===== src/design/dsc_defs.svh =====
// Register offsets, field positions, masks and reset values of the downconverter sync and control bank.
`ifndef DSC_DEFS_SVH
`define DSC_DEFS_SVH

// Register addresses
`define DSC_ADDR_SYNC     12'h300
`define DSC_ADDR_DDC0     12'h310

// Sync control fields
`define DSC_SYNC_EN_BIT   0
`define DSC_ONE_SHOT_BIT  1
`define DSC_NCO_RST_BIT   4
`define DSC_SYNC_WMASK    8'hd3
`define DSC_SYNC_RESET    8'h00

// Downconverter 0 control fields
`define DSC_MIXER_BIT     7
`define DSC_GAIN_BIT      6
`define DSC_IF_MSB        5
`define DSC_IF_LSB        4
`define DSC_C2R_BIT       3
`define DSC_DECIM_MSB     1
`define DSC_DECIM_LSB     0
`define DSC_DDC0_WMASK    8'hfb
`define DSC_DDC0_RESET    8'h00

// Sample limits
`define DSC_SAMPLE_MAX    16'h7fff
`define DSC_SAMPLE_MIN    16'h8000

`endif


===== src/design/dsc_pkg.sv =====
// Types shared by the downconverter sync and control bank.
package dsc_pkg;

	// IF mode field encodings, in field order
	typedef enum logic [1:0] {
		DSC_IF_VAR,
		DSC_IF_ZERO,
		DSC_IF_FS4,
		DSC_IF_TEST
	} dsc_if_mode_e;

	// Sync unit states
	typedef enum logic [1:0] {
		DSC_SY_IDLE,
		DSC_SY_ARMED,
		DSC_SY_DONE
	} dsc_sync_state_e;

	// Sync unit state
	typedef struct packed {
		dsc_sync_state_e state;
		logic            sysref_q;
		logic            align;
		logic            clear_en;
	} dsc_sync_s;

	// Core state
	typedef struct packed {
		logic [7:0]  sync_reg;
		logic [7:0]  ddc0_reg;
		logic [7:0]  rdata;
		logic        align;
		logic [2:0]  decim;
		logic        out_valid;
		logic        q_valid;
		logic [1:0]  phase;
		logic [15:0] ramp;
		logic [15:0] i_data;
		logic [15:0] q_data;
	} dsc_core_s;

endpackage


===== src/design/dsc_sync_if.sv =====
// Carrier between the register core and the sync unit.
interface dsc_sync_if;
	logic sync_en;     // Sync enable bit
	logic one_shot;    // One-shot select bit
	logic soft_reset;  // Oscillator soft reset bit
	logic align;       // Realign pulse
	logic clear_en;    // Request to drop the sync enable bit

	modport ctrl (output sync_en, output one_shot, output soft_reset, input align, input clear_en);
	modport unit (input sync_en, input one_shot, input soft_reset, output align, output clear_en);
endinterface


===== src/design/dsc_core.sv =====
// Downconverter sync control and channel 0 control registers with their output stage.
//
// Design decision made here: the address-and-strobe port.
`include "dsc_defs.svh"

// Functional notes
// Soft reset bit holds all downconverters reset
// One-shot uses next edge; else every edge
// SYSREF period must be oscillator period multiple
// One-shot clears sync enable after edge
// No sync while enable bit or input off
// Mixer select: real shares channel, complex separate
// Gain select doubles output for 6 dB
// IF mode: variable, zero, quarter-rate, test
// Complex-to-real outputs real I stream only
// Without complex-to-real, I and Q valid
// Decimation code; halved under complex-to-real
module dsc_core
	import dsc_pkg::*;
(
	input  wire logic        i_core_clk,
	input  wire logic        i_reset_n,
	input  wire logic [11:0] i_addr,
	input  wire logic [7:0]  i_wdata,
	input  wire logic        i_wr,
	input  wire logic        i_rd,
	output logic      [7:0]  o_rdata,
	input  wire logic        i_sysref,
	input  wire logic        i_sysref_input_en,
	input  wire logic        i_data_valid,
	input  wire logic [15:0] i_chan_a,
	input  wire logic [15:0] i_chan_b,
	output logic             o_ddc_reset,
	output logic             o_nco_align,
	output logic             o_mixer_complex,
	output logic             o_gain_x2,
	output logic      [1:0]  o_if_mode,
	output logic             o_c2r_enable,
	output logic      [2:0]  o_decim_log2,
	output logic             o_out_valid,
	output logic      [15:0] o_i_data,
	output logic             o_q_valid,
	output logic      [15:0] o_q_data
);

	////////////////////////////////////////////////////////////////////////////
	// Helpers

	// Saturating negate; the most negative code has no positive twin
	function automatic logic [15:0] dsc_neg(input logic [15:0] x);
		if (x == `DSC_SAMPLE_MIN) begin
			return `DSC_SAMPLE_MAX;
		end
		return 16'(~x + 16'h0001);
	endfunction

	// Optional saturating doubling
	function automatic logic [15:0] dsc_gain(input logic [15:0] x, input logic en);
		if (!en) begin
			return x;
		end else if (x[15] != x[14]) begin
			// Clip instead of wrapping so overrange stays monotonic
			return x[15] ? `DSC_SAMPLE_MIN : `DSC_SAMPLE_MAX;
		end
		return {x[14:0], 1'b0};
	endfunction

	// Decimation as a power of two from the rate code
	function automatic logic [2:0] dsc_decim(input logic [1:0] code, input logic c2r);
		logic [2:0] f;
		f = 3'h0;
		case (code)
			2'h3:    f = 3'h1;
			2'h0:    f = 3'h2;
			2'h1:    f = 3'h3;
			default: f = 3'h4;
		endcase
		// Real output needs one half-band stage less of rate reduction
		return c2r ? 3'(f - 3'h1) : f;
	endfunction

	////////////////////////////////////////////////////////////////////////////
	// Declarations

	dsc_core_s    s;       // Registered state
	dsc_core_s    next_s;  // Next state
	dsc_if_mode_e if_mode; // Decoded IF mode
	logic [15:0]  src_i;   // Selected I source
	logic [15:0]  src_q;   // Selected Q source
	logic [15:0]  gain_i;  // I after gain
	logic [15:0]  gain_q;  // Q after gain
	logic [15:0]  mix_r;   // Quarter-rate mixed real sample
	logic         wr_sync; // Write to the sync register
	logic         wr_ddc0; // Write to the channel 0 register

	dsc_sync_if sif ();

	////////////////////////////////////////////////////////////////////////////
	// Sync unit

	assign sif.sync_en    = s.sync_reg[`DSC_SYNC_EN_BIT];
	assign sif.one_shot   = s.sync_reg[`DSC_ONE_SHOT_BIT];
	assign sif.soft_reset = s.sync_reg[`DSC_NCO_RST_BIT];

	// The SYSREF source is trusted to run at a multiple of the oscillator period
	dsc_sync_unit u_sync (
		.i_core_clk       (i_core_clk),
		.i_reset_n        (i_reset_n),
		.i_sysref         (i_sysref),
		.i_sysref_input_en(i_sysref_input_en),
		.sif              (sif)
	);

	////////////////////////////////////////////////////////////////////////////
	// Sample path selection

	assign wr_sync = i_wr && (i_addr == `DSC_ADDR_SYNC);
	assign wr_ddc0 = i_wr && (i_addr == `DSC_ADDR_DDC0);
	assign if_mode = dsc_if_mode_e'(s.ddc0_reg[`DSC_IF_MSB:`DSC_IF_LSB]);

	// Source, gain and quarter-rate mix
	always_comb begin
		src_i = i_chan_a;
		// Real mixer feeds both arms from one channel
		src_q = s.ddc0_reg[`DSC_MIXER_BIT] ? i_chan_b : i_chan_a;
		// Test mode replaces the samples with a ramp
		if (if_mode == DSC_IF_TEST) begin
			src_i = s.ramp;
			src_q = ~s.ramp;
		end
		gain_i = dsc_gain(src_i, s.ddc0_reg[`DSC_GAIN_BIT]);
		gain_q = dsc_gain(src_q, s.ddc0_reg[`DSC_GAIN_BIT]);
		// cos/sin at fs/4 take only 0 and +-1, so no multiplier
		case (s.phase)
			2'h0:    mix_r = gain_i;
			2'h1:    mix_r = dsc_neg(gain_q);
			2'h2:    mix_r = dsc_neg(gain_i);
			default: mix_r = gain_q;
		endcase
	end

	////////////////////////////////////////////////////////////////////////////
	// Next state

	always_comb begin
		next_s       = s;
		next_s.rdata = 8'h00;
		next_s.align = sif.align;
		// Register writes; a software write beats a one-shot clear
		if (wr_sync) begin
			next_s.sync_reg = i_wdata & `DSC_SYNC_WMASK;
		end else if (sif.clear_en) begin
			next_s.sync_reg[`DSC_SYNC_EN_BIT] = 1'b0;
		end
		if (wr_ddc0) begin
			next_s.ddc0_reg = i_wdata & `DSC_DDC0_WMASK;
		end
		// Reads answer next cycle; unmapped addresses read zero
		if (i_rd) begin
			if (i_addr == `DSC_ADDR_SYNC) begin
				next_s.rdata = s.sync_reg;
			end else if (i_addr == `DSC_ADDR_DDC0) begin
				next_s.rdata = s.ddc0_reg;
			end
		end
		next_s.decim = dsc_decim(next_s.ddc0_reg[`DSC_DECIM_MSB:`DSC_DECIM_LSB],
			next_s.ddc0_reg[`DSC_C2R_BIT]);
		// Output stage
		if (s.sync_reg[`DSC_NCO_RST_BIT]) begin
			// Held in reset: everything restarts aligned on release
			next_s.out_valid = 1'b0;
			next_s.q_valid   = 1'b0;
			next_s.phase     = 2'h0;
			next_s.ramp      = 16'h0000;
			next_s.i_data    = 16'h0000;
			next_s.q_data    = 16'h0000;
		end else if (i_data_valid) begin
			next_s.out_valid = 1'b1;
			next_s.ramp      = 16'(s.ramp + 16'h0001);
			if (s.ddc0_reg[`DSC_C2R_BIT]) begin
				// Real output only on I
				next_s.i_data  = mix_r;
				next_s.q_data  = 16'h0000;
				next_s.q_valid = 1'b0;
				next_s.phase   = 2'(s.phase + 2'h1);
			end else begin
				next_s.i_data  = gain_i;
				next_s.q_data  = gain_q;
				next_s.q_valid = 1'b1;
			end
		end else begin
			next_s.out_valid = 1'b0;
			next_s.q_valid   = 1'b0;
		end
		// A realign restarts the local phase
		if (sif.align) begin
			next_s.phase = 2'h0;
			next_s.ramp  = 16'h0000;
		end
	end

	// State register
	always_ff @(posedge i_core_clk or negedge i_reset_n) begin
		if (!i_reset_n) begin
			s          <= '0;
			s.sync_reg <= `DSC_SYNC_RESET;
			s.ddc0_reg <= `DSC_DDC0_RESET;
			s.decim    <= 3'h2;
		end else begin
			s <= next_s;
		end
	end

	////////////////////////////////////////////////////////////////////////////
	// Outputs

	assign o_rdata         = s.rdata;
	assign o_ddc_reset     = s.sync_reg[`DSC_NCO_RST_BIT];
	assign o_nco_align     = s.align;
	assign o_mixer_complex = s.ddc0_reg[`DSC_MIXER_BIT];
	assign o_gain_x2       = s.ddc0_reg[`DSC_GAIN_BIT];
	assign o_if_mode       = s.ddc0_reg[`DSC_IF_MSB:`DSC_IF_LSB];
	assign o_c2r_enable    = s.ddc0_reg[`DSC_C2R_BIT];
	assign o_decim_log2    = s.decim;
	assign o_out_valid     = s.out_valid;
	assign o_i_data        = s.i_data;
	assign o_q_valid       = s.q_valid;
	assign o_q_data        = s.q_data;

	////////////////////////////////////////////////////////////////////////////
	// Checks

	AST_RESET_HOLDS: assert property (@(posedge i_core_clk) disable iff (!i_reset_n)
		o_ddc_reset |=> (!o_out_valid && !o_q_valid && o_i_data == 16'h0000))
		else $error("Output active while held in soft reset");

	AST_RESET_WRITE: assert property (@(posedge i_core_clk) disable iff (!i_reset_n)
		(wr_sync && i_wdata[`DSC_NCO_RST_BIT]) |=> o_ddc_reset ##1 !o_out_valid)
		else $error("Soft reset write not applied");

	AST_ENABLE_DROPS: assert property (@(posedge i_core_clk) disable iff (!i_reset_n)
		(sif.clear_en && !wr_sync) |=> !s.sync_reg[`DSC_SYNC_EN_BIT])
		else $error("One-shot did not clear sync enable");

	AST_NO_SYNC_OFF: assert property (@(posedge i_core_clk) disable iff (!i_reset_n)
		(!s.sync_reg[`DSC_SYNC_EN_BIT] || !i_sysref_input_en) ##1 !s.sync_reg[`DSC_SYNC_EN_BIT]
		|=> !o_nco_align)
		else $error("Realign while sync disabled");

	AST_REAL_MIXER: assert property (@(posedge i_core_clk) disable iff (!i_reset_n)
		(i_data_valid && !s.sync_reg[`DSC_NCO_RST_BIT] && !s.ddc0_reg[`DSC_MIXER_BIT]
		&& !s.ddc0_reg[`DSC_GAIN_BIT] && !s.ddc0_reg[`DSC_C2R_BIT] && if_mode != DSC_IF_TEST)
		|=> (o_q_data == $past(i_chan_a) && o_i_data == $past(i_chan_a)))
		else $error("Real mixer Q not from I channel");

	AST_GAIN_DOUBLES: assert property (@(posedge i_core_clk) disable iff (!i_reset_n)
		(i_data_valid && !s.sync_reg[`DSC_NCO_RST_BIT] && s.ddc0_reg[`DSC_GAIN_BIT]
		&& !s.ddc0_reg[`DSC_C2R_BIT] && if_mode != DSC_IF_TEST && i_chan_a[15] == i_chan_a[14])
		|=> o_i_data == {$past(i_chan_a[14:0]), 1'b0})
		else $error("Gain select did not double");

	AST_C2R_NO_Q: assert property (@(posedge i_core_clk) disable iff (!i_reset_n)
		$past(o_c2r_enable) |-> !o_q_valid)
		else $error("Q valid under complex-to-real");

	AST_IQ_VALID: assert property (@(posedge i_core_clk) disable iff (!i_reset_n)
		(o_out_valid && !$past(o_c2r_enable)) |-> o_q_valid)
		else $error("Q not valid in complex output");

	AST_DECIM_HALF: assert property (@(posedge i_core_clk) disable iff (!i_reset_n)
		(s.ddc0_reg[`DSC_DECIM_MSB:`DSC_DECIM_LSB] == 2'h2) |-> o_decim_log2 == (o_c2r_enable ? 3'h3 : 3'h4))
		else $error("Decimation factor wrong");

	// Phase and ramp must sit at zero so every channel restarts in step
	AST_RESET_PHASE: assert property (@(posedge i_core_clk) disable iff (!i_reset_n)
		o_ddc_reset |=> (s.phase == 2'h0 && s.ramp == 16'h0000))
		else $error("Phase not cleared in soft reset");

	// Edges need a low sample between them, so realign pulses never touch
	AST_ALIGN_ONE_CYCLE: assert property (@(posedge i_core_clk) disable iff (!i_reset_n)
		o_nco_align |=> !o_nco_align)
		else $error("Realign pulse longer than one cycle");

	// Complex mixer takes its two arms from separate channels
	AST_MIXER_COMPLEX: assert property (@(posedge i_core_clk) disable iff (!i_reset_n)
		(i_data_valid && !s.sync_reg[`DSC_NCO_RST_BIT] && s.ddc0_reg[`DSC_MIXER_BIT]
		&& !s.ddc0_reg[`DSC_GAIN_BIT] && !s.ddc0_reg[`DSC_C2R_BIT] && if_mode != DSC_IF_TEST)
		|=> (o_i_data == $past(i_chan_a) && o_q_data == $past(i_chan_b)))
		else $error("Complex mixer arms not from separate channels");

	// Test pattern: Q is the bitwise inverse of the I ramp
	AST_TEST_Q_INV: assert property (@(posedge i_core_clk) disable iff (!i_reset_n)
		(i_data_valid && !s.sync_reg[`DSC_NCO_RST_BIT] && if_mode == DSC_IF_TEST
		&& !s.ddc0_reg[`DSC_GAIN_BIT] && !s.ddc0_reg[`DSC_C2R_BIT])
		|=> o_q_data == ~o_i_data)
		else $error("Test pattern Q not inverse of I");

	// Real output leaves the Q word at zero
	AST_C2R_Q_ZERO: assert property (@(posedge i_core_clk) disable iff (!i_reset_n)
		(o_out_valid && $past(o_c2r_enable)) |-> o_q_data == 16'h0000)
		else $error("Q data present under complex-to-real");

	// Every accepted sample produces one output word
	AST_OUT_FOLLOWS: assert property (@(posedge i_core_clk) disable iff (!i_reset_n)
		(i_data_valid && !o_ddc_reset) |=> o_out_valid)
		else $error("Accepted sample gave no output");

endmodule


===== src/design/dsc_sync_unit.sv =====
// SYSREF edge qualifier that issues oscillator realign pulses.
`include "dsc_defs.svh"

module dsc_sync_unit
	import dsc_pkg::*;
(
	input  wire logic i_core_clk,
	input  wire logic i_reset_n,
	input  wire logic i_sysref,
	input  wire logic i_sysref_input_en,
	dsc_sync_if.unit  sif
);

	dsc_sync_s s;       // Registered state
	dsc_sync_s next_s;  // Next state
	logic      edge_ok; // Qualified rising SYSREF edge

	// Rising edge, only while the SYSREF input itself is enabled
	assign edge_ok = i_sysref & ~s.sysref_q & i_sysref_input_en;

	// Next state
	always_comb begin
		next_s          = s;
		next_s.sysref_q = i_sysref;
		next_s.align    = 1'b0;
		next_s.clear_en = 1'b0;
		case (s.state)
			DSC_SY_IDLE: begin
				// Arm only when enabled and not held in reset
				if (sif.sync_en && !sif.soft_reset) begin
					next_s.state = DSC_SY_ARMED;
				end
			end
			DSC_SY_ARMED: begin
				if (!sif.sync_en || sif.soft_reset) begin
					next_s.state = DSC_SY_IDLE;
				end else if (edge_ok) begin
					next_s.align = 1'b1;
					// One-shot: drop the enable and ignore later edges
					if (sif.one_shot) begin
						next_s.clear_en = 1'b1;
						next_s.state    = DSC_SY_DONE;
					end
				end
			end
			DSC_SY_DONE: begin
				// Wait for the enable bit to fall so one edge cannot fire twice
				if (!sif.sync_en) begin
					next_s.state = DSC_SY_IDLE;
				end
			end
			default: begin
				next_s.state = DSC_SY_IDLE;
			end
		endcase
	end

	// State register
	always_ff @(posedge i_core_clk or negedge i_reset_n) begin
		if (!i_reset_n) begin
			s <= '0;
		end else begin
			s <= next_s;
		end
	end

	assign sif.align    = s.align;
	assign sif.clear_en = s.clear_en;

	AST_ONESHOT_CLEARS: assert property (@(posedge i_core_clk) disable iff (!i_reset_n)
		s.align |-> (s.clear_en == $past(sif.one_shot)))
		else $error("One-shot align did not request enable clear");

	AST_CONTINUOUS_ALIGN: assert property (@(posedge i_core_clk) disable iff (!i_reset_n)
		(s.state == DSC_SY_ARMED && edge_ok && sif.sync_en && !sif.soft_reset && !sif.one_shot)
		|=> (s.align && !s.clear_en && s.state == DSC_SY_ARMED))
		else $error("Continuous edge did not realign");

endmodule

===== config.mk =====
export PLATFORM = sky130hd
export DESIGN_NAME = dsc_core
export DESIGN_NICKNAME = d
export VERILOG_FILES = /design/src/design/dsc_pkg.sv /design/src/design/dsc_sync_if.sv /design/src/design/dsc_core.sv /design/src/design/dsc_sync_unit.sv
export VERILOG_INCLUDE_DIRS = /design/src /design/src/design
export SDC_FILE = /design/constraint.sdc
export NUM_CORES = 1
export LEC_CHECK = 0
export BUFFER_PORTS_ARGS = -buffer_cell sky130_fd_sc_hd__buf_2
export CAP_MARGIN = 10
export CORE_MARGIN = 2
export CORE_UTILIZATION = 62
export CTS_BUF_LIST = sky130_fd_sc_hd__clkbuf_16
export CTS_CLUSTER_SIZE = 40
export DETAILED_ROUTE_END_ITERATION = 10
export PLACE_DENSITY = 0.83
export SETUP_SLACK_MARGIN = 0.5
export SLEW_MARGIN = 20
export SYNTH_ARGS = -nofsm -noshare
export SYNTH_HDL_FRONTEND = slang
export SYNTH_HIERARCHICAL = 1
export SYNTH_SLANG_ARGS = --single-unit
export TNS_END_PERCENT = 5

===== constraint.sdc =====
create_clock -name i_core_clk -period 4.75 [get_ports i_core_clk]
set_clock_uncertainty 0.05 [all_clocks]
set_input_delay 0.95 -clock i_core_clk [delete_from_list [all_inputs] [get_ports i_core_clk]]
set_output_delay 0.95 -clock i_core_clk [all_outputs]
set_load 0.005 [all_outputs]

---- Word level (Yosys, flattened, before mapping) ----
Index checks and enable logic that the tools add are counted.
cells by class
  $add $sub $neg .......................... 5
  multipliers ............................. 0
  divide/modulo/power cells ............... 0
  $lt $le $gt $ge ......................... 0
  eq/ne operators ......................... 17
  shift-type cells ........................ 0
  mux-type cells .......................... 49
  bitwise logic cells ..................... 6
  reductions and logical operators ........ 15
operators with widths
  kind                                                               number
  16-bit 2-to-1 mux                                                  15
  52-bit 2-to-1 mux                                                  1
  50-bit 2-to-1 mux                                                  1
  16-bit by 1-bit adder with 16-bit output, second input constant    3
  16-bit NOT                                                         3
  16-bit case mux with 3 select lines                                1
  16-bit == test, second input constant                              2
  32-bit 2-to-1 mux                                                  1
  12-bit by 10-bit == test with 1-bit output, second input constant  2
  8-bit 2-to-1 mux                                                   3
  2-bit 2-to-1 mux                                                   10
  18-bit 2-to-1 mux                                                  1
  1-bit 2-to-1 mux                                                   12
  3-bit case mux with 3 select lines                                 1
  2-bit == test, second input constant                               4
  2-bit by 1-bit == test with 1-bit output, second input constant    3
  2-bit logical NOT                                                  3
  2-bit case mux with 3 select lines                                 1
  3-bit nonzero test                                                 2
  4-bit 2-to-1 mux                                                   1
  4-bit AND reduction                                                1
  2-bit nonzero test                                                 2
  1-bit logical AND                                                  3
  3-bit 2-to-1 mux                                                   1
  other kinds (12)                                                   15
storage, ports and cells
  bits in registers ....................... 81
  latch bits .............................. 0
  RAM bits ................................ 0
  memory bits (read-only) ................. 0
  bits of input ports ..................... 59
  memories kept ........................... 0

---- Longest topological paths before layout ----
  word-level depth ........................ 15
  depth in mapped cells ................... 13
  depth with buffers taken out ............ 8

---- Modules after synthesis ----
The synthesis kept the hierarchy.
modules (own cells, without submodules)
  module         instances  cells each  area each (um^2)
  dsc_core       1          729         6204.7
  dsc_sync_unit  1          15          221.5

---- Worst setup path before layout ----
Ideal clock, no wire load.
  kind .................................... input to register
  from .................................... input i_chan_a[14]
  to ...................................... register s, in the netlist o_i_data[15]
  library setup time ...................... 0.134 ns
  arrival time ............................ 2.804 ns
  data required time ...................... 4.566 ns
  setup slack ............................. 1.762 ns
  cell stages on the path ................. 8
  buffers on the path ..................... 0
  cells stage by stage .................... nor2b_1 -> a2111oi_2 -> o21ai_2 -> a2111oi_4 -> nand3_1 -> or2_0 -> a222oi_1 -> o21ai_1
on the way
  longest elaborated chain between the ends .. 14
  elaborated cells on any way between the ends .. 29
  those cells by class .................... 2 x add/sub; 4 x eq/ne; 21 x mux; 2 x bitwise
ends and longest elaborated chain
  element                                                                            RTL line         source
  start, declared                                                                    dsc_core.sv:31   input wire logic [15:0] i_chan_a,
  branches (longest 11 deep; another with 16-bit by 1-bit adder with 16-bit output)  n/a
  32-bit 2-to-1 mux (*)                                                              dsc_core.sv:180  if (s.ddc0_reg[`DSC_C2R_BIT]) begin
  50-bit 2-to-1 mux (*)                                                              dsc_core.sv:177  end else if (i_data_valid) begin
  52-bit 2-to-1 mux (*)                                                              dsc_core.sv:169  if (s.sync_reg[`DSC_NCO_RST_BIT]) begin
  end signal, assigned                                                               dsc_core.sv:210  s <= next_s;
  end, declared                                                                      dsc_core.sv:85   dsc_core_s s;
Every way passes the cells marked *. The select of a mux whose other input is x is not followed.
A chain may end at the register's enable or synchronous reset.

---- Worst setup path in the final report ----
  from .................................... register s, in the netlist o_if_mode[1]
  to ...................................... register s, in the netlist o_i_data[3]
on the way
  longest elaborated chain between the ends .. 14
  elaborated cells on any way between the ends .. 33
  those cells by class .................... 2 x add/sub; 5 x eq/ne; 24 x mux; 2 x bitwise
ends and longest elaborated chain
  element                                                                            RTL line         source
  2-bit == test (*)                                                                  dsc_core.sv:127  if (if_mode == DSC_IF_TEST) begin
  branches (longest 10 deep; another with 16-bit by 1-bit adder with 16-bit output)  n/a
  32-bit 2-to-1 mux (*)                                                              dsc_core.sv:180
  50-bit 2-to-1 mux (*)                                                              dsc_core.sv:177
  52-bit 2-to-1 mux (*)                                                              dsc_core.sv:169
Marked as above.

==> impl_results.md <==
* DRC at 0
* CTS Root Buffer Type: clkbuf_16
* Routed wire length at 18.7 mm
* Startpoint class of the critical path: flip-flop
* Final Non-Filler Cells at 925
* Ports at 111
* Total gr overflow at 0
* Top cells by count, synth: 79 x dfrtp_1, 75 x a21oi_1, 65 x nand2_1
* Clock tree buffer depth at 2
* P&R area growth vs syn at 7.94%
* Syn Inst Count at 744
* Yosys reg bits at 80
* Fin crit share at 80.3%
* Final antenna diode count at 0
* Most frequent cell after synthesis: dfrtp_1
* Num CTS Buffers at 9
* Slew Limit Fails at 0
* Core Box Area at 10200 µm²
* Simple-gate share of the synthesized area at 20.7%
* Crit path arrival time at 4020 ps
* Vias at 6165
* Area contributors post-synth: dfrtp_1 31%, a21oi_1 5.8%, buf_4 5.8%
* Yosys top cell area share at 30.8%
* Max-Cap Viols at 0
* GPL Wtd Cong at 0.957
* PD cells at 264 nW/µm²
* GRT Overall Usage at 33.2%
* Post-route cell area at 6940 µm²
* Status: completed
* Cell Area, Synth at 6430 µm²
* HPWL Detailed at 13.9 mm
* Hold EP: o_nco_align
* Share of synthesized area spent on multiplexers at 5.70%
* Syn Nets at 809
* Setup crit end kind: flip-flop
* Reg2Reg Setup Slack at 940 ps
* Die Y at 106 µm
* DP Cell Count at 909
* Crit path time final at 3810 ps
* Worst Path Max Fanout at 19
* Gates resized, CTS repair at 0
* Area leader, netlist: dfrtp_1
* Vias per cell at 6.66
* Die Area at 11200 µm²
* Utilization after layout at 68.1%
* Setup bufs post-CTS at 0
* Setup TNS at 0 ps
* Hold depth at 0
* Post-synthesis adder-cell area fraction at 1.32%
* Reg2reg start: o_if_mode[1]
* Nets at 849
* Initial Utilization at 63.1%
* Hold slack at 331 ps
* CP Class: flip-flop to flip-flop
* Layout cells sized above 1 at 23.1%
* H-tree levels at 3
* Compound-Gate Fraction of Synth Area at 27.7%
* Hold Violations, Final at 0
* Worst ir drop on vdd at 0.212 mV
* Drt first-iter violations at 662
* Die Span X at 106 µm
* Xor-xnor portion of the synthesized cell area at 3.54%
* Post-DP Area at 6660 µm²
* Vias in the first global route at 5743
* First-pass GRT wire length at 29.5 mm
* R2R depth at 8
* PortBufs at 108
* RSZ-0062 raised after global routing: false
* Routed WL per cell at 20.2 µm
* Ys flop type: dfrtp_1
* Async S/R FF share, synth at 100%
* Sequential fraction of the synthesis area at 31.2%
* Synth warnings at 6
* CTS tree: yes
* Tightest Hold Check Type: flip-flop to flip-flop
* Clock-pin slew reported for the worst setup and hold paths after clock tree synthesis at 70 ps
* Remaining antenna violation count at 0
* Beginning of the worst hold path: u_sync/sif.align
* Sink Count at 80
* Setup-failing EPs final at 0
* Netlist cell types at 91
* Largest net degree at the start of global routing at 81
* Fmax at 262 MHz
* # rows at 37
* Post-synth EDFFs at 0
* Worst Max-Slew Pin Slew at 997 ps
* # hold bufs at CTS at 0
* Detailed Routing Iterations Pass 1 at 6
* Worst relative slew slack at 33.4%
* Clk_lat worst skew at 350 ps
* Synth Area per Inst at 8.64 µm²
* Leakage power at 3.16 nW
* CP required at 4960 ps
* Initial antenna violation count at 0
* Main combinational cell family by area after synthesis: compound AO/OA/AOI/OAI gates
* R2r endpoint: o_i_data[3]
worst max-delay path: stages, from the launching register on:
cell,delay (ps)
dfrtp_1,730
and2_1,510
o21ai_2,340
o21ai_2,450
o22a_1,480
nand4b_4,240
nor3_4,450
o21ai_0,190
a41oi_1,250
metrics by stage:
| stage | power [W] | setup WS (ps) |
|---|---|---|
| global route | 0.00190 | 714 |
| finish | 0.00183 | 936 |
| global placement | 0.00115 | 1020 |
| CTS | 0.00183 | 1060 |
| detailed placement | 0.00117 | 970 |
| floorplan | 0.00106 | 1760 |
worst max-delay path by stage:
stage	start	endpoint	slack [ps]	depth (start not counted)
CTS	o_if_mode[1]	o_i_data[3]	1060	8
finish	o_if_mode[1]	o_i_data[3]	940	8
global placement	i_chan_a[14]	o_i_data[7]	1020	10
detailed placement	i_chan_a[14]	o_i_data[7]	970	10
floorplan	i_chan_a[14]	o_i_data[15]	1760	8
global route	o_if_mode[1]	o_i_data[3]	710	8
cells by family (layout without fill, tap and decap cells):
kind of cell	Yosys count	in the layout
AOI/OAI and AO/OA	250	250
and+or+nand+nor	240	240
muxes	35	35
other	1	1
buffers and inverters	105	150
xor gates and xnor gates	26	26
adders and majority gates	7	7
DFF	80	80
layer usage:
metal	up-vias	wire [µm]	track usage [%]
met2	370	8660	52.9
met3	46	1710	5.81
met5	-	0	0
met4	0	500	12.5
li1	2793	-	-
met1	2956	7810	45.3
state kept, by name, indices dropped and copies added (netlist names):
signal / count
o_nco_align: 1
o_ddc_reset: 1
u_sync/s: 3
o_out_valid: 1
o_i_data: 16
o_if_mode: 2
o_mixer_complex: 1
u_sync/sif.clear_en: 1
o_q_valid: 1
o_gain_x2: 1
s: 24
o_rdata: 7
o_q_data: 16
o_c2r_enable: 1
u_sync/sif.align: 1
o_decim_log2: 3
cell type report:
cell class	count	area (µm²)
clock inverter	7	52.6
sequential	80	2000
clock buffer	9	225
multi-input combinational	559	3800
tap	136	170
inverter	14	52.6
fill	830	3250
timing repair buffer	120	637
layout by cell type (no fill, tap or decap), drive strengths merged, types with 12 or more instances in the layout:
| cell | instances |
|---|---|
| dfrtp | 79 |
| nor3 | 16 |
| o211ai | 14 |
| and3 | 23 |
| a21boi | 12 |
| xor2 | 13 |
| xnor2 | 13 |
| buf | 120 |
| o21ai | 51 |
| nand2 | 66 |
| nor2 | 54 |
| inv | 17 |
| mux2i | 25 |
| nand3 | 15 |
| a21oi | 75 |
power breakdown:
| group | total (W) | switching, W | internal, W |
|---|---|---|---|
| clock | 0.000666 | 0.000307 | 0.000359 |
| combinational | 0.000388 | 0.000231 | 0.000157 |
| sequential | 0.000774 | 0.0000426 | 0.000731 |
Power figures use the tool's default switching activity.
